**config.mk**
```make
export PLATFORM = sky130hd
export DESIGN_NAME = rxdlb_top
export DESIGN_NICKNAME = d
export VERILOG_FILES = /design/src/design/rxdlb_pkg.sv /design/src/design/rxdlb_sync.sv /design/src/design/rxdlb_top.sv /design/src/design/rxdlb_wb.sv
export SDC_FILE = /design/constraint.sdc
export NUM_CORES = 1
export LEC_CHECK = 0
export BUFFER_PORTS_ARGS = -buffer_cell sky130_fd_sc_hd__buf_4
export CAP_MARGIN = 0
export CORE_MARGIN = 2
export CORE_UTILIZATION = 43
export CTS_BUF_LIST = sky130_fd_sc_hd__clkbuf_8
export CTS_CLUSTER_DIAMETER = 120
export DETAILED_ROUTE_END_ITERATION = 10
export GPL_TIMING_DRIVEN = 0
export PLACE_DENSITY = 0.77
export SYNTH_ARGS = -nofsm -noshare
export SYNTH_HDL_FRONTEND = slang
export SYNTH_SLANG_ARGS = --single-unit
```
**constraint.sdc**
```tcl
create_clock -name CLK_IN -period 1.8 [get_ports CLK_IN]
set_input_delay 0.36 -clock CLK_IN [delete_from_list [all_inputs] [get_ports CLK_IN]]
set_output_delay 0.36 -clock CLK_IN [all_outputs]
set_load 0.1 [all_outputs]
```
**src/design/rxdlb_pkg.sv**
```systemverilog
// shared constants and carrier types for the receive data link / backplane output block
package rxdlb_pkg;

	// register bus layout
	localparam int           ADR_W          = 8;
	localparam int           DAT_W          = 32;
	localparam logic [7:0]   ADR_CTRL       = 8'h00;
	localparam logic [7:0]   ADR_STAT       = 8'h04;
	localparam logic [31:0]  CTRL_RESET     = 32'h0000_0000;
	localparam int           CFG_W          = 7;
	localparam int           STAT_W         = 4;
	localparam int           STAT_IRQ       = 0;
	localparam int           STAT_EOM       = 1;
	localparam int           STAT_DL_VALID  = 2;
	localparam int           STAT_BP_VALID  = 3;
	localparam int           CLR_W          = 2;

	// clock period of CLK_IN in ns
	localparam int           CLK_PERIOD_NS  = 50;

	typedef enum logic [1:0] {
		RXDLB_FMT_SF      = 2'b00,
		RXDLB_FMT_ESF     = 2'b01,
		RXDLB_FMT_T1DM    = 2'b10,
		RXDLB_FMT_SUBLOOP = 2'b11
	} rxdlb_fmt_t;

	// control word, msb first: bit 6 down to bit 0
	typedef struct packed {
		logic       elastic_store_bypass;
		logic       bp_dual;
		logic       out_en;
		logic       dchan_en;
		logic       hdlc_en;
		rxdlb_fmt_t fmt;
	} rxdlb_cfg_t;

	// pins and strobes arriving from the line and backplane timing domains
	typedef struct packed {
		logic bp_clk;
		logic line_clk;
		logic fdl_bit;
		logic rbit;
		logic fs_bit;
		logic ch24_bit;
		logic dl_slot;
		logic ch24_slot;
		logic pcm;
		logic sig;
		logic sig_slot;
		logic pos;
		logic neg;
	} rxdlb_pins_t;

	// events from the hdlc receiver, same clock as this block
	typedef struct packed {
		logic status_evt;
		logic last_byte_read;
		logic overrun;
	} rxdlb_hdlc_evt_t;

endpackage : rxdlb_pkg

```
**src/design/rxdlb_sync.sv**
```systemverilog
// two-stage synchroniser for the asynchronous pin group
`timescale 1ns/1ns
module rxdlb_sync
	import rxdlb_pkg::*;
(
	// clock and reset
	input  wire logic        clk_in,
	input  wire logic        rst_b_in,
	// pins
	input  wire rxdlb_pins_t pins_in,
	output rxdlb_pins_t      pins_out
);

	typedef struct packed {
		rxdlb_pins_t stage1;
		rxdlb_pins_t stage2;
	} rxdlb_sync_st_t;

	rxdlb_sync_st_t st_reg;
	rxdlb_sync_st_t st_next;

	// stage1 feeds stage2 only
	always_comb begin
		st_next        = st_reg;
		st_next.stage1 = pins_in;
		st_next.stage2 = st_reg.stage1;
	end

	always_ff @(posedge clk_in or negedge rst_b_in) begin
		if (!rst_b_in) begin
			st_reg <= '0;
		end else begin
			st_reg <= st_next;
		end
	end

	assign pins_out = st_reg.stage2;

endmodule : rxdlb_sync

```
**src/design/rxdlb_top.sv**
```systemverilog
// receive data link and backplane output stage
//
// Behaviour
// ESF: data link output carries the extracted facility data link while hdlc is off.
// SF: data link output held low.
// T1DM: data link output carries the sync word R-bit.
// subscriber loop format: data link output carries the Fs framing bits.
// D-channel extraction: channel 24 bits go out with their clock.
// data link output changes only on the falling edge of its clock.
// consumer samples data link output on the rising clock edge, except SF.
// SF: data link clock held low.
// data link pins driven only with hdlc off or D-channel extraction selected.
// hdlc on: data pin is interrupt, high on any hdlc status event.
// hdlc on: clock pin is end of message, high on last byte read or overrun.
// single rail: pcm output is the fully processed receive stream.
// elastic store used: pcm updates on backplane clock falling edges.
// elastic store bypassed: pcm updates on line clock falling edges.
// single rail: signalling in channel bits 5 to 8, aligned with pcm.
// signalling output timed exactly like the pcm output.
// dual rail: positive pulses on positive rail, line clock falling edges.
// dual rail: negative pulses on negative rail, line clock falling edges.
// backplane clock is 1.544 or 2.048 MHz, possibly gapped.
// recovered line clock is 1.544 MHz, synchronous to master clock.
// outputs low after reset until enabled and data has arrived.
`timescale 1ns/1ns
module rxdlb_top
	import rxdlb_pkg::*;
(
	// clock and reset
	input  wire logic              CLK_IN,
	input  wire logic              RST_B_IN,
	// wishbone
	input  wire logic              WB_CYC_IN,
	input  wire logic              WB_STB_IN,
	input  wire logic              WB_WE_IN,
	input  wire logic [ADR_W-1:0]  WB_ADR_IN,
	input  wire logic [3:0]        WB_SEL_IN,
	input  wire logic [DAT_W-1:0]  WB_DAT_IN,
	output logic                   WB_ACK_OUT,
	output logic [DAT_W-1:0]       WB_DAT_OUT,
	// line and backplane timing, asynchronous
	input  wire logic              BP_RX_CLOCK_IN,
	input  wire logic              RECOVERED_LINE_CLOCK_IN,
	// data link sources, line timing
	input  wire logic              FDL_BIT_IN,
	input  wire logic              RBIT_IN,
	input  wire logic              FS_BIT_IN,
	input  wire logic              CH24_BIT_IN,
	input  wire logic              DL_SLOT_IN,
	input  wire logic              CH24_SLOT_IN,
	// backplane sources
	input  wire logic              PCM_IN,
	input  wire logic              SIG_IN,
	input  wire logic              SIG_SLOT_IN,
	input  wire logic              POS_PULSE_IN,
	input  wire logic              NEG_PULSE_IN,
	// hdlc receiver events, same clock
	input  wire rxdlb_hdlc_evt_t   HDLC_EVT_IN,
	// shared data link pins
	output logic                   DL_SERIAL_OUT,
	output logic                   DL_CLOCK_OUT,
	// backplane pins
	output logic                   BP_RX_PCM_OUT,
	output logic                   BP_RX_SIGNALLING_OUT
);

	typedef struct packed {
		logic bp_clk_prev;
		logic line_clk_prev;
		logic dl_data;
		logic dl_clk;
		logic dl_armed;
		logic dl_valid;
		logic irq;
		logic eom;
		logic bp_a;
		logic bp_b;
		logic bp_valid;
		logic pin_data;
		logic pin_clk;
	} rxdlb_top_st_t;

	// modes decoded once from the control word
	typedef struct packed {
		logic dl_own;
		logic dl_silent;
		logic bp_line;
		logic hdlc_pins;
	} rxdlb_mode_t;

	rxdlb_top_st_t      st_reg;
	rxdlb_top_st_t      st_next;
	logic [1:0]         rst_pipe_reg;
	logic               rst_b;
	rxdlb_pins_t        pins_raw;
	rxdlb_pins_t        pins;
	rxdlb_cfg_t         cfg;
	logic [CLR_W-1:0]   clr;
	logic [STAT_W-1:0]  status;
	logic               line_fall;
	logic               line_rise;
	logic               bp_fall;
	logic               dl_take;
	logic               dl_pins_own;
	logic               dl_silent;
	rxdlb_mode_t        mode;

	// data link bit for the selected format
	function automatic logic dl_source(input rxdlb_cfg_t c, input rxdlb_pins_t p);
		logic b;
		b = 1'b0;
		if (c.dchan_en) begin
			b = p.ch24_bit;
		end else begin
			unique case (c.fmt)
				RXDLB_FMT_SF:      b = 1'b0;
				RXDLB_FMT_ESF:     b = p.fdl_bit;
				RXDLB_FMT_T1DM:    b = p.rbit;
				RXDLB_FMT_SUBLOOP: b = p.fs_bit;
			endcase
		end
		return b;
	endfunction : dl_source

	// edges seen between the held sample and the synchronised pin
	function automatic logic edge_fell(input logic prev, input logic cur);
		return prev & ~cur;
	endfunction : edge_fell

	function automatic logic edge_rose(input logic prev, input logic cur);
		return ~prev & cur;
	endfunction : edge_rose

	// hdlc owns the shared pins only while d-channel extraction is off
	function automatic rxdlb_mode_t mode_of(input rxdlb_cfg_t c);
		rxdlb_mode_t m;
		m           = '0;
		m.dl_own    = ~c.hdlc_en | c.dchan_en;
		m.dl_silent = ~c.out_en | (c.fmt == RXDLB_FMT_SF && !c.dchan_en);
		m.bp_line   = c.elastic_store_bypass | c.bp_dual;
		m.hdlc_pins = c.out_en & ~m.dl_own;
		return m;
	endfunction : mode_of

	// backplane bit pair for the selected rail mode
	function automatic logic [1:0] bp_source(input rxdlb_cfg_t c, input rxdlb_pins_t p);
		logic [1:0] r;
		if (c.bp_dual) begin
			r = {p.pos, p.neg};
		end else begin
			r = {p.pcm, p.sig & p.sig_slot};
		end
		return r;
	endfunction : bp_source

	// reset released through two flops
	always_ff @(posedge CLK_IN or negedge RST_B_IN) begin
		if (!RST_B_IN) begin
			rst_pipe_reg <= 2'h0;
		end else begin
			rst_pipe_reg <= {rst_pipe_reg[0], 1'b1};
		end
	end
	assign rst_b = rst_pipe_reg[1];

	assign pins_raw = '{
		bp_clk:    BP_RX_CLOCK_IN,
		line_clk:  RECOVERED_LINE_CLOCK_IN,
		fdl_bit:   FDL_BIT_IN,
		rbit:      RBIT_IN,
		fs_bit:    FS_BIT_IN,
		ch24_bit:  CH24_BIT_IN,
		dl_slot:   DL_SLOT_IN,
		ch24_slot: CH24_SLOT_IN,
		pcm:       PCM_IN,
		sig:       SIG_IN,
		sig_slot:  SIG_SLOT_IN,
		pos:       POS_PULSE_IN,
		neg:       NEG_PULSE_IN
	};

	// clocks and data share one delay, so their phase relation is kept
	rxdlb_sync u_sync (
		.clk_in   (CLK_IN),
		.rst_b_in (rst_b),
		.pins_in  (pins_raw),
		.pins_out (pins)
	);

	// control word and status view
	rxdlb_wb u_wb (
		.clk_in    (CLK_IN),
		.rst_b_in  (rst_b),
		.cyc_in    (WB_CYC_IN),
		.stb_in    (WB_STB_IN),
		.we_in     (WB_WE_IN),
		.adr_in    (WB_ADR_IN),
		.sel_in    (WB_SEL_IN),
		.dat_in    (WB_DAT_IN),
		.ack_out   (WB_ACK_OUT),
		.dat_out   (WB_DAT_OUT),
		.status_in (status),
		.cfg_out   (cfg),
		.clr_out   (clr)
	);

	// status word: sticky hdlc flags and the output valid bits
	always_comb begin
		status                = '0;
		status[STAT_IRQ]      = st_reg.irq;
		status[STAT_EOM]      = st_reg.eom;
		status[STAT_DL_VALID] = st_reg.dl_valid;
		status[STAT_BP_VALID] = st_reg.bp_valid;
	end

	// 20 MHz sampling gives about six samples per half period at 1.544 MHz and about five at 2.048 MHz
	assign mode        = mode_of(cfg);
	assign line_fall   = edge_fell(st_reg.line_clk_prev, pins.line_clk);
	assign line_rise   = edge_rose(st_reg.line_clk_prev, pins.line_clk);
	// a gapped backplane clock gives no edge, so nothing moves in a gap
	assign bp_fall     = mode.bp_line ? line_fall :
	                     edge_fell(st_reg.bp_clk_prev, pins.bp_clk);
	assign dl_take     = cfg.dchan_en ? pins.ch24_slot : pins.dl_slot;
	assign dl_pins_own = mode.dl_own;
	assign dl_silent   = mode.dl_silent;

	always_comb begin
		st_next               = st_reg;
		st_next.bp_clk_prev   = pins.bp_clk;
		st_next.line_clk_prev = pins.line_clk;

		// data link: data and clock fall together, clock rises mid bit
		// bits outside the slot leave the clock low, so it comes out gapped
		if (dl_silent) begin
			st_next.dl_data  = 1'b0;
			st_next.dl_clk   = 1'b0;
			st_next.dl_armed = 1'b0;
			st_next.dl_valid = 1'b0;
		end else if (line_fall) begin
			st_next.dl_clk   = 1'b0;
			st_next.dl_armed = dl_take;
			if (dl_take) begin
				st_next.dl_data  = dl_source(cfg, pins);
				st_next.dl_valid = 1'b1;
			end
		end else if (line_rise && st_reg.dl_armed) begin
			st_next.dl_clk = 1'b1;
		end

		// hdlc flags: a new event beats a software clear
		if (clr[STAT_IRQ]) begin
			st_next.irq = 1'b0;
		end
		if (clr[STAT_EOM]) begin
			st_next.eom = 1'b0;
		end
		if (cfg.hdlc_en && HDLC_EVT_IN.status_evt) begin
			st_next.irq = 1'b1;
		end
		if (cfg.hdlc_en && (HDLC_EVT_IN.last_byte_read || HDLC_EVT_IN.overrun)) begin
			st_next.eom = 1'b1;
		end

		// shared pins
		// hdlc flags reach the pins only while the outputs are enabled
		if (dl_pins_own) begin
			st_next.pin_data = st_next.dl_data;
			st_next.pin_clk  = st_next.dl_clk;
		end else begin
			st_next.pin_data = st_next.irq & mode.hdlc_pins;
			st_next.pin_clk  = st_next.eom & mode.hdlc_pins;
		end

		// backplane
		// outputs hold between edges, so a clock gap simply stretches a bit
		if (!cfg.out_en) begin
			st_next.bp_a     = 1'b0;
			st_next.bp_b     = 1'b0;
			st_next.bp_valid = 1'b0;
		end else if (bp_fall) begin
			st_next.bp_valid = 1'b1;
			{st_next.bp_a, st_next.bp_b} = bp_source(cfg, pins);
		end
	end

	always_ff @(posedge CLK_IN or negedge rst_b) begin
		if (!rst_b) begin
			st_reg <= '0;
		end else begin
			st_reg <= st_next;
		end
	end

	assign DL_SERIAL_OUT        = st_reg.pin_data;
	assign DL_CLOCK_OUT         = st_reg.pin_clk;
	assign BP_RX_PCM_OUT        = st_reg.bp_a;
	assign BP_RX_SIGNALLING_OUT = st_reg.bp_b;

endmodule : rxdlb_top

```
**src/design/rxdlb_wb.sv**
```systemverilog
// classic wishbone slave holding the control word and status view
`timescale 1ns/1ns
module rxdlb_wb
	import rxdlb_pkg::*;
(
	// clock and reset
	input  wire logic               clk_in,
	input  wire logic               rst_b_in,
	// wishbone
	input  wire logic               cyc_in,
	input  wire logic               stb_in,
	input  wire logic               we_in,
	input  wire logic [ADR_W-1:0]   adr_in,
	input  wire logic [3:0]         sel_in,
	input  wire logic [DAT_W-1:0]   dat_in,
	output logic                    ack_out,
	output logic [DAT_W-1:0]        dat_out,
	// block side
	input  wire logic [STAT_W-1:0]  status_in,
	output rxdlb_cfg_t              cfg_out,
	output logic [CLR_W-1:0]        clr_out
);

	typedef struct packed {
		rxdlb_cfg_t       cfg;
		logic             ack;
		logic [DAT_W-1:0] dat;
		logic [CLR_W-1:0] clr;
	} rxdlb_wb_st_t;

	rxdlb_wb_st_t st_reg;
	rxdlb_wb_st_t st_next;
	logic         req;

	// ack drops the cycle after it rises, so a held request is taken at most every other cycle
	assign req = cyc_in & stb_in & ~st_reg.ack;

	always_comb begin
		st_next     = st_reg;
		st_next.ack = req;
		st_next.clr = '0;
		if (req) begin
			unique case (adr_in)
				ADR_CTRL: begin
					st_next.dat = {{(DAT_W-CFG_W){1'b0}}, st_reg.cfg};
					if (we_in && sel_in[0]) begin
						st_next.cfg = rxdlb_cfg_t'(dat_in[CFG_W-1:0]);
					end
				end
				ADR_STAT: begin
					st_next.dat = {{(DAT_W-STAT_W){1'b0}}, status_in};
					if (we_in && sel_in[0]) begin
						st_next.clr = dat_in[CLR_W-1:0];
					end
				end
				default: begin
					st_next.dat = '0;
				end
			endcase
		end
	end

	always_ff @(posedge clk_in or negedge rst_b_in) begin
		if (!rst_b_in) begin
			st_reg     <= '0;
			st_reg.cfg <= rxdlb_cfg_t'(CTRL_RESET[CFG_W-1:0]);
		end else begin
			st_reg <= st_next;
		end
	end

	assign ack_out = st_reg.ack;
	assign dat_out = st_reg.dat;
	assign cfg_out = st_reg.cfg;
	assign clr_out = st_reg.clr;

endmodule : rxdlb_wb

```
==> Word level (Yosys, flattened, before mapping) <==
Cells that the tools add are included.
{ "classes": {"addsub": 0, "multipliers": 0, "n_div": 0, "order_cmp": 0, "n_eq_ne": 5, "shifts": 0, "mux": 23, "n_bitwise": 19, "n_reduce_logical": 13} }
{ "op_table": {"columns": ["op", "n"], "rows": [
  ["7-bit case mux with 2 select lines", 1],
  ["1-bit two-way mux", 12],
  ["2-bit two-way mux", 6],
  ["1-bit AND", 9],
  ["8-bit by 3-bit == test with 1-bit output, second input constant", 1],
  ["8-bit logical NOT", 1],
  ["1-bit inverter", 7],
  ["3-bit two-way mux", 2],
  ["1-bit logical AND", 5],
  ["2-bit == test, second input constant", 2],
  ["4-bit two-way mux", 1],
  ["1-bit case mux with 4 select lines", 1],
  ["2-bit nonzero test", 2],
  ["1-bit bitwise OR", 3],
  ["3-bit AND reduction", 1],
  ["2-bit by 1-bit == test with 1-bit output, second input constant", 1],
  ["2-bit logical NOT", 1],
  ["2-bit != test, second input constant", 1],
  ["2-bit AND reduction", 1],
  ["1-bit logical NOT", 1],
  ["1-bit logical OR", 1]
]} }
{ "word_totals": {"regBits": 58, "latchBits": 0, "ramBits": 0, "romBits": 0, "input_bits": 65, "output_inout_bits": 37, "n_memories": 0} }

==> Longest topological paths before layout <==
Gate-level depths: netlist (run 1).
{ "logic_depth": {"depth_word": 7, "ltp_mapped": 5, "mapped_depth_nobuf": 4} }

==> Modules after synthesis <==
From an unflattened synthesis (run 1), not the netlist that was laid out.
{ "unflattened": {"hier_cells": 170, "hier_area_um2": 2280.9} }
{ "by_module_without_submodules": {"columns": ["module", "instances", "cells_per_inst", "area_per_inst_um2", "seq_area_each_um2"], "rows": [
  ["rxdlb_wb", 1, 85, 984.7, 425.4],
  ["rxdlb_sync", 1, 26, 650.6, 650.6],
  ["rxdlb_top", 1, 59, 645.6, 375.4]
]} }

==> Worst setup path before layout (run 1) <==
Ideal clock, no wire load.
{ "synth_timing": {"path_type": "register -> register", "from": "register u_wb.st_reg (netlist bit u_wb.ack_out)", "to": "register u_wb.cfg_out[0] (netlist name)", "arrival_ns": 2.278, "path_slack_ns": -0.603, "path_stages_with_launch": 6, "n_path_buf": 1, "period_less_slack_ns": 2.403, "cell_sequence": "dfrtp_1 nand3b_2 nor4_4 and3_1 buf_6 mux2_2"} }
{ "synth_via": {"elab_chain_cells": 3} }
{ "synth_lines": {"columns": ["item", "line", "source"], "rows": [
  ["start: declaration", "rxdlb_wb.sv:31", "rxdlb_wb_st_t st_reg;"],
  ["start signal: assignment", "rxdlb_wb.sv:68", "st_reg <= st_next;"],
  ["1-bit inverter", "rxdlb_wb.sv:36", "assign req = cyc_in & stb_in & ~st_reg.ack;"],
  ["1-bit AND", "rxdlb_wb.sv:36", null],
  ["3-bit AND reduction (no line)", null, null]
]} }
No other way between the ends.
A chain may end at the register's enable or synchronous reset.

==> Final worst setup path (run 1) <==
{ "layout_timing": {"from": "input WB_ADR_IN[5]", "to": "register u_wb.cfg_out[4] (netlist name)"} }
{ "layout_via": {"elab_chain_cells": 2} }
{ "layout_lines": {"columns": ["item", "line", "source"], "rows": [
  ["start: declaration", "rxdlb_top.sv:36", "input wire logic [ADR_W-1:0] WB_ADR_IN,"],
  ["8-bit logical NOT", "rxdlb_wb.sv:43", "unique case (adr_in)"],
  ["3-bit AND reduction (no line)", null, null]
]} }
No other way between the ends.

==> impl_metrics.tcl, run 1 <==
set metrics [dict create \
    synth.ff_latch_count 58 \
    port_buffers 48 \
    seq_power_share_pct 48.1 \
    core_area_mm2 0.004817 \
    diodes 0 \
    final_cells 319 \
    grt_use_met3_pct 5.489 \
    setup_slack_ns 0.03023 \
    drcViolationCount 0 \
    preCtsSetupSlack_ns -0.4226 \
    tns_ns 0 \
    synth.cell_area_mm2 0.002183 \
    start_util_pct 45.32 \
    routed_wl_um 3790 \
    synth_largest_area_cell "dfrtp_1" \
    die_height_um 75.26 \
    rows 25 \
    grt_use_met1_pct 17.06 \
    clk_latency_ns 0.32 \
    via_per_inst 4.288 \
    cts_htree_levels 3 \
    synth-edff-count 0 \
    clkPwrFrac_pct 37.9 \
    drt_iter0_drc 74 \
    crit_type "input pin to flip-flop" \
    startpoint_type "input pin" \
    cts_tree "yes" \
    required_ns 2.01 \
    finalMaxSlewViolations 0 \
    ys_async_sr_fraction_pct 100.0 \
    synth.distinct_cells 32 \
    drive_above_1_share_pct 42.46 \
    arrival_ns 1.98 \
    fillers 425 \
    die_area_mm2 0.005663 \
    fp.dieW_um 75.26 \
    period_minus_slack_ns 1.770 \
    clkSinkCount 58 \
    switchingPower_uw 769.6 \
    syn_area_per_cell_um2 13.48 \
    globalRouteMet2Util_pct 23.10 \
    grt-ovfl-total 0 \
    slowest_stage "or4_4" \
    clockBufferDepth 2 \
    seq_area_mm2 0.001454 \
    cp_cell_sequence "buf_4, or4_4, nor4_4, and3_4, mux2_2" \
    cap_viol_max_count 0 \
    ys.flop_type "dfrtp_1" \
    grt_max_degree 40 \
    worst_pin_slew_ns 0.5084 \
    dr_total_vias 1368 \
    timing.final.crit_share_pct 98.32 \
    switching_share_pct 27.19 \
    total_leakage_power_uw 0.001573 \
    num_io_pins 102 \
    postLayoutCoreUtil_pct 61.09 \
    clock_skew_ns 0.008666 \
    cts_buffers 9 \
    fmax_ghz 0.5650 \
    busiest_layer "met2" \
    first_global_vias 1301 \
    dp.cells 302 \
    fin_hold_ws_ns 0.1402 \
    hold_viol_final 0 \
    cpPeakStageDelay_ns 0.55 \
    worst_setup_path_end_kind "flip-flop" \
    areaGrowthSynthToFinish_pct 34.78 \
    status "complete, no violations" \
    yosys-top-cells-area "dfrtp_1 66%, buf_4 8.9%, mux2_2 3.6%" \
    grt_pass1_wl_um 5844 \
    hold_path.class "input pin to flip-flop" \
    synth_warnings 0 \
    avgRoutedWirePerCell_um 11.88 \
    powerDensity_mw_per_mm2 961.7 \
    multi_input_area_um2 605.6 \
    layout.nets 312 \
    netlist_instances 162 \
    synth-seq-area-share_pct 66.48 \
    gp_congestion 0.8477 \
    ir_drop_uv 607.5 \
    hpwl_um 2669 \
    ant_nets 0 \
    critPathMaxFanout 7 \
    rsz0062_at_grt "false" \
    drt-pass1-iter-count 4 \
    comb_power_share_pct 14.0 \
    slew_headroom_pct 65.84 \
    netlist.area_leader.share_pct 66.48 \
    track_usage_pct 14.72 \
    clock-root-buffer "clkbuf_8" \
    clk_pin_slew_ns 0.07 \
    p_int_uw 2060 \
    grt_antenna_before_repair 0 \
    setup_viol_count_final 0 \
]
==> kinds of logic (layout without fill, tap and decap cells) <==
logic type / Yosys count / in the layout / share of synthesized area (%)
DFF: 58 / 58 / 66.48
buffers and inverters: 34 / 100 / 10.72
and+or+nand+nor: 33 / 33 / 8.596
AOI/OAI and AO/OA: 25 / 25 / 8.883
muxes: 10 / 10 / 4.986
other: 2 / 26 / 0.3440
==> metal layers <==
layer | vias up | routed length (µm)
met1 | 640 | 1575
met5 | - | 0
met4 | 0 | 46
met2 | 51 | 1899
li1 | 673 | -
met3 | 4 | 267
==> stage by stage <==
step,power (µW),area [µm²]
after floorplan,1692,2283
after global placement,1767,2728
after detailed placement,1778,2749
after CTS,2859,2945
after global routing,2948,2943
final,2830,2943
==> power groups by stage <==
stage	combinational [µW]	clock (µW)	sequential (µW)
2_1_floorplan	290	0	1400
3_3_place_gp	369	0	1400
3_5_place_dp	393	0	1390
4_1_cts	395	1100	1360
5_1_grt	416	1170	1360
6_report	396	1070	1360
==> worst paths after layout <==
kind / from / to / slack (ns) / depth (start not counted)
min in group asynchronous: rst_pipe_reg[1] / u_wb.cfg_out[4] / 0.19 / 0
worst min-delay path: RBIT_IN / u_sync.st_next[9] / 0.14 / 1
worst min register to register: rst_pipe_reg[1] / u_wb.cfg_out[4] / 0.19 / 0
max in group asynchronous: rst_pipe_reg[1] / u_wb.ack_out / 1.07 / 1
worst max-delay path: WB_ADR_IN[5] / u_wb.cfg_out[4] / 0.03 / 5
worst max register to register: u_wb.cfg_out[5] / BP_RX_SIGNALLING_OUT / 0.12 / 4
==> final cells by class <==
type / instances / share of cell area [%]
clock inverter: 7 / 1.871
clock buffer: 9 / 4.209
buffer: 27 / 6.803
timing repair buffer: 51 / 13.52
sequential: 58 / 49.40
multi-input combinational: 94 / 20.58
inverter: 6 / 0.7653
tap: 67 / 2.849
==> synth_stat cells (2+ instances only) <==
library cell,number
o21ai_0,6
and2_1,3
mux2i_1,3
mux2_2,7
dfrtp_1,58
a22o_2,3
o21a_1,4
buf_4,26
a32oi_1,5
nand2_1,15
nor2_1,4
o211a_1,2
conb_1,2
inv_1,6
==> critical path, delay by kind of cell <==
kind / cells / cell delay (ns)
buffers and inverters: 1 / 0.11
muxes: 1 / 0.35
and+or+nand+nor: 3 / 1.16
==> cells in the final DEF (no fill, tap or decap), types with 2 or more instances in the layout <==
cell,instances
mux2i_1,3
dfrtp_1,56
dfrtp_2,2
nor2_1,4
clkinv_2,2
a22o_2,3
a32oi_1,5
o21ai_0,5
inv_1,10
conb_1,26
o211a_1,2
clkbuf_8,9
nand2_1,15
buf_4,75
mux2_2,7
and2_1,3
o21a_1,4
==> what timing repair did <==
action                     4_1_cts  5_1_grt
gates cloned                     0        0
gates resized for setup          1        2
setup endpoints to repair        8        6
pin swaps                        1        2
hold endpoints to repair         2        0
buffers inserted                 1        0
hold buffers                     1        0
(Power assumes the default switching activity.)
==> inputs of run 2 (changes only) <==
Settings changed: PLACE_DENSITY 0.77 to 0.78.
==> run 2 against run 1 <==
  * Flip-flop and latch count unchanged
  * Count of clock-buffer cells in the layout increased by 1
  * Critical path depth is 1 higher
  * Combinational power fell by 1%
==> impl_metrics.tcl, run 2 (synthesized netlist as in run 1, its figures left out) <==
set metrics [dict create \
    start_util_pct 45.32 \
    cts_buffers 9 \
    startpoint_type "input pin" \
    critPathMaxFanout 7 \
    drive_above_1_share_pct 43.48 \
    grt_max_degree 34 \
    fp.dieW_um 75.26 \
    diodes 0 \
    grt_antenna_before_repair 0 \
    crit_type "input pin to flip-flop" \
    cap_viol_max_count 0 \
    port_buffers 48 \
    clkSinkCount 58 \
    dp.cells 302 \
    status "complete, no violations" \
    design_power_total_uw 3040 \
    final_cells 320 \
    setup_viol_count_final 0 \
    clock-root-buffer "clkbuf_8" \
    worst_pin_slew_ns 0.5383 \
    setup_slack_ns 0.04176 \
    first_global_vias 1262 \
    ant_nets 0 \
    die_area_mm2 0.005663 \
    timing.final.crit_share_pct 97.68 \
    drcViolationCount 0 \
    core_area_mm2 0.004817 \
    gp_congestion 0.8218 \
    hold_viol_final 0 \
    period_minus_slack_ns 1.758 \
    hold-path-cell-count 1 \
    fillers 415 \
    finalMaxSlewViolations 0 \
    final_common_cell "buf_4" \
    drt-pass1-iter-count 4 \
    drt_iter0_drc 81 \
    arrival_ns 1.98 \
    fmax_ghz 0.5688 \
    slew_headroom_pct 64.11 \
    required_ns 2.02 \
    rsz0062_at_grt "false" \
    die_height_um 75.26 \
    cts_htree_levels 3 \
    track_usage_pct 14.25 \
    clk_pin_slew_ns 0.06 \
    num_io_pins 102 \
    clockBufferDepth 2 \
    routed_wl_um 3652 \
    rows 25 \
    rr_worst_depth 4 \
    ir_drop_uv 690.5 \
    mostFrequentLayoutCells "75 x buf_4, 56 x dfrtp_1, 26 x conb_1" \
    grt-ovfl-total 0 \
    hpwl_um 2568 \
    layout.nets 313 \
    clock_skew_ns 0.006747 \
    areaGrowthSynthToFinish_pct 36.91 \
    worst_setup_path_end_kind "flip-flop" \
    powerDensity_mw_per_mm2 1017 \
    total_leakage_power_uw 0.001587 \
    avgRoutedWirePerCell_um 11.41 \
    dr_total_vias 1357 \
    clk_latency_ns 0.33 \
    via_per_inst 4.241 \
    preCtsSetupSlack_ns -0.4136 \
    hold_path.class "input pin to flip-flop" \
    cts_tree "yes" \
    grt_pass1_wl_um 5630 \
]
## run 2: what timing repair did
| item | 4_1_cts | 5_1_grt |
|---|---|---|
| setup endpoints to repair | 7 | 2 |
| setup buffers | 1 | 0 |
| endpoints found under the hold margin | 2 | 0 |
| resized for setup | 0 | 2 |
| hold buffers | 1 | 0 |
| pin swaps | 1 | 0 |
## run 2: layer usage
metal  GRT usage [%]  up-vias  wire [µm]  part of all wire (%)
li1                -      675          -                     -
met5               0        -          0                     0
met3           7.363        8        310                   8.5
met4           7.018        0         70                   1.9
met1           16.13      621       1486                    41
met2           22.32       53       1785                    49
## run 2: metrics by stage
step / TNS [ns] / hold WS [ns] / util [%] / cell area (µm²)
5_1_grt: 0 / 0.1078 / 62.05 / 2989
2_1_floorplan: -1.844 / 0.06441 / - / 2283
3_5_place_dp: -3.093 / 0.1438 / 57.06 / 2749
6_report: 0 / 0.1291 / 62.05 / 2989
3_3_place_gp: -25.65 / 0.1426 / 56.62 / 2728
4_1_cts: 0 / 0.1162 / 61.97 / 2985
## run 2: final cells by class
class	instances	area (µm²)	area share (%)
plain buffers	28	211.5	7.074
clock buffers	10	137.6	4.604
clock inverters	6	81.33	2.721
inverters	6	22.52	0.7535
multi-input cells	94	600.6	20.09
flip-flops and latches	58	1454	48.64
well taps	67	83.83	2.805
repair buffers	51	397.9	13.31
## run 2: power breakdown
group	leakage (µW)	internal, µW	switching (µW)
Clock	0.000113	806	480
Combinational	0.000747	105	287
Sequential	0.000727	1340	21.2
## run 2: path summary, 6_finish.rpt
check / from / endpoint / slack (ns)
max: WB_ADR_IN[5] / u_wb.cfg_out[2] / 0.04
min: NEG_PULSE_IN / u_sync.st_next[0] / 0.13
max reg2reg: u_wb.cfg_out[5] / BP_RX_SIGNALLING_OUT / 0.14
min reg2reg: rst_pipe_reg[1] / u_sync.pins_out[1] / 0.25
max in group asynchronous: rst_pipe_reg[1] / u_wb.dat_out[3] / 0.99
min in group asynchronous: rst_pipe_reg[1] / u_sync.pins_out[1] / 0.25
## run 2: worst max-delay path: stages
cell    delay (ns)
buf_4         0.11
or4_4         0.55
nor4_4        0.28
and3_1        0.21
buf_6         0.14
mux2_2        0.33
==> inputs of run 3 (changes only) <==
Settings changed: CAP_MARGIN 0 to 30, CORE_MARGIN 2 to 1.5.
==> run 3 against run 2 <==
  * Power down 1.6%
  * Global-route usage increased by 1.0 points
  * Clock power is 4% lower
  * Via count up 3.4%
  * Die area shrank 2.6%
  * Sequential power about the same
  * Design area is 0.21% higher
  * Critical endpoint unchanged
  * Largest cell class unchanged
  * Highest routed layer unchanged
==> impl_metrics.tcl, run 3 (synthesized netlist as in run 1, its figures left out) <==
set metrics [dict create \
    timing.final.crit_share_pct 98.05 \
    drt_iter0_drc 55 \
    grt_pass1_wl_um 5906 \
    rsz0062_at_grt "false" \
    mostFrequentLayoutCells "75 x buf_4, 56 x dfrtp_1, 26 x conb_1" \
    powerDensity_mw_per_mm2 999.1 \
    clkSinkCount 58 \
    clk_latency_ns 0.32 \
    cap_viol_max_count 0 \
    routed_wl_um 3710 \
    dr_total_vias 1403 \
    gp_congestion 0.8368 \
    worst_pin_slew_ns 0.5118 \
    drive_above_1_share_pct 43.48 \
    cts_htree_levels 3 \
    cts_buffers 9 \
    die_height_um 74.26 \
    port_buffers 48 \
    setup_slack_ns 0.03508 \
    reg2reg_slack_ns 0.13 \
    fmax_ghz 0.5666 \
    drcViolationCount 0 \
    period_minus_slack_ns 1.765 \
    switchingPower_uw 765.6 \
    via_per_inst 4.384 \
    arrival_ns 1.97 \
    path_delay_family "simple AND/OR/NAND/NOR gates" \
    p_int_uw 2227 \
    cts_tree "yes" \
    track_usage_pct 15.26 \
    start_util_pct 45.32 \
    first_global_vias 1333 \
    path_buf_inv 2 \
    clkPwrFrac_pct 41.3 \
    hold_viol_final 0 \
    place_area_mm2 0.002749 \
    rows 25 \
    worst_setup_path_end_kind "flip-flop" \
    cpPeakStageDelay_ns 0.55 \
    final_common_cell "buf_4" \
    crit_type "input pin to flip-flop" \
    clock-root-buffer "clkbuf_8" \
    hpwl_um 2638 \
    setup_viol_count_final 0 \
    total_leakage_power_uw 0.001591 \
    preCtsSetupSlack_ns -0.4295 \
    startpoint_type "input pin" \
    grt_antenna_before_repair 0 \
    cp_cell_sequence "buf_4, or4_4, nor4_4, and3_4, buf_8, mux2_2" \
    design_area_mm2 0.002995 \
    grt-ovfl-total 0 \
    switching_share_pct 25.58 \
    slowest_stage "or4_4" \
    layout.nets 313 \
    avgRoutedWirePerCell_um 11.59 \
    required_ns 2.01 \
    clock_skew_ns 0.006720 \
    die_area_mm2 0.005514 \
    num_io_pins 102 \
    grt_max_degree 34 \
    clk_pin_slew_ns 0.06 \
    finalMaxSlewViolations 0 \
    comb_power_share_pct 13.1 \
    diodes 0 \
    slew_headroom_pct 65.62 \
    fp.dieW_um 74.26 \
    drt-pass1-iter-count 4 \
    seq_power_share_pct 45.5 \
    ant_nets 0 \
    hold_path.class "input pin to flip-flop" \
    clockBufferDepth 2 \
    status "complete, no violations" \
    areaGrowthSynthToFinish_pct 37.19 \
    core_area_mm2 0.004817 \
    critPathMaxFanout 7 \
    ir_drop_uv 686.2 \
]
## run 3: changes by cell type in the layout (fill, tap and decap cells not counted), sizes merged
cell / change
clkbuf: +3
clkinv: -2
bufinv: -1
clkinvlp: -1
inv: +1
## run 3: final cells by class
cell class,count,area (µm²)
Fill cell,417,1822
Sequential cell,58,1454
Multi-Input combinational cell,94,605.6
Timing Repair Buffer,51,397.9
Buffer,28,215.2
Clock buffer,13,178.9
Tap cell,67,83.83
Clock inverter,3,37.54
Inverter,6,22.52
## run 3: path summary, 6_finish.rpt
path,depth (start not counted),start,to
min reg2reg,0,rst_pipe_reg[1],BP_RX_SIGNALLING_OUT
min,1,POS_PULSE_IN,u_sync.st_next[1]
min in group asynchronous,0,rst_pipe_reg[1],BP_RX_SIGNALLING_OUT
max in group asynchronous,1,rst_pipe_reg[1],u_sync.pins_out[6]
max reg2reg,4,u_wb.cfg_out[5],BP_RX_SIGNALLING_OUT
max,6,WB_ADR_IN[5],u_wb.cfg_out[2]
## run 3: layer usage
layer	global-route usage (%)	wire, µm	part of all wire, %
met5	0	0	0
met3	5.827	273	7.4
met1	17.29	1497	40
met4	9.697	55	1.5
met2	24.31	1884	51
## run 3: metrics by stage
stage	hold WS, ns	utilization, %	power, µW	cells	TNS (ns)
global route	0.1130	62.18	3117	320	0
global placement	0.1430	56.62	1767	301	-25.36
finish	0.1423	62.18	2993	320	0
CTS	0.1224	61.92	3032	320	0
floorplan	0.06441	-	1692	186	-1.844
detailed placement	0.1451	57.06	1777	302	-3.291
## run 3: power groups by stage
stage | Clock, µW | Sequential [µW] | Combinational, µW
after detailed placement | 0 | 1390 | 390
final | 1240 | 1360 | 393
after CTS | 1280 | 1360 | 392
after global placement | 0 | 1400 | 369
after global routing | 1340 | 1370 | 413
after floorplan | 0 | 1400 | 290
## run 3: repair_timing
action | in CTS | in global routing
pin swaps | 1 | 0
buffers inserted | 1 | 0
endpoints found under the setup margin | 8 | 6
gates resized for setup | 1 | 3
hold endpoints to repair | 2 | 0
hold buffers | 1 | 0
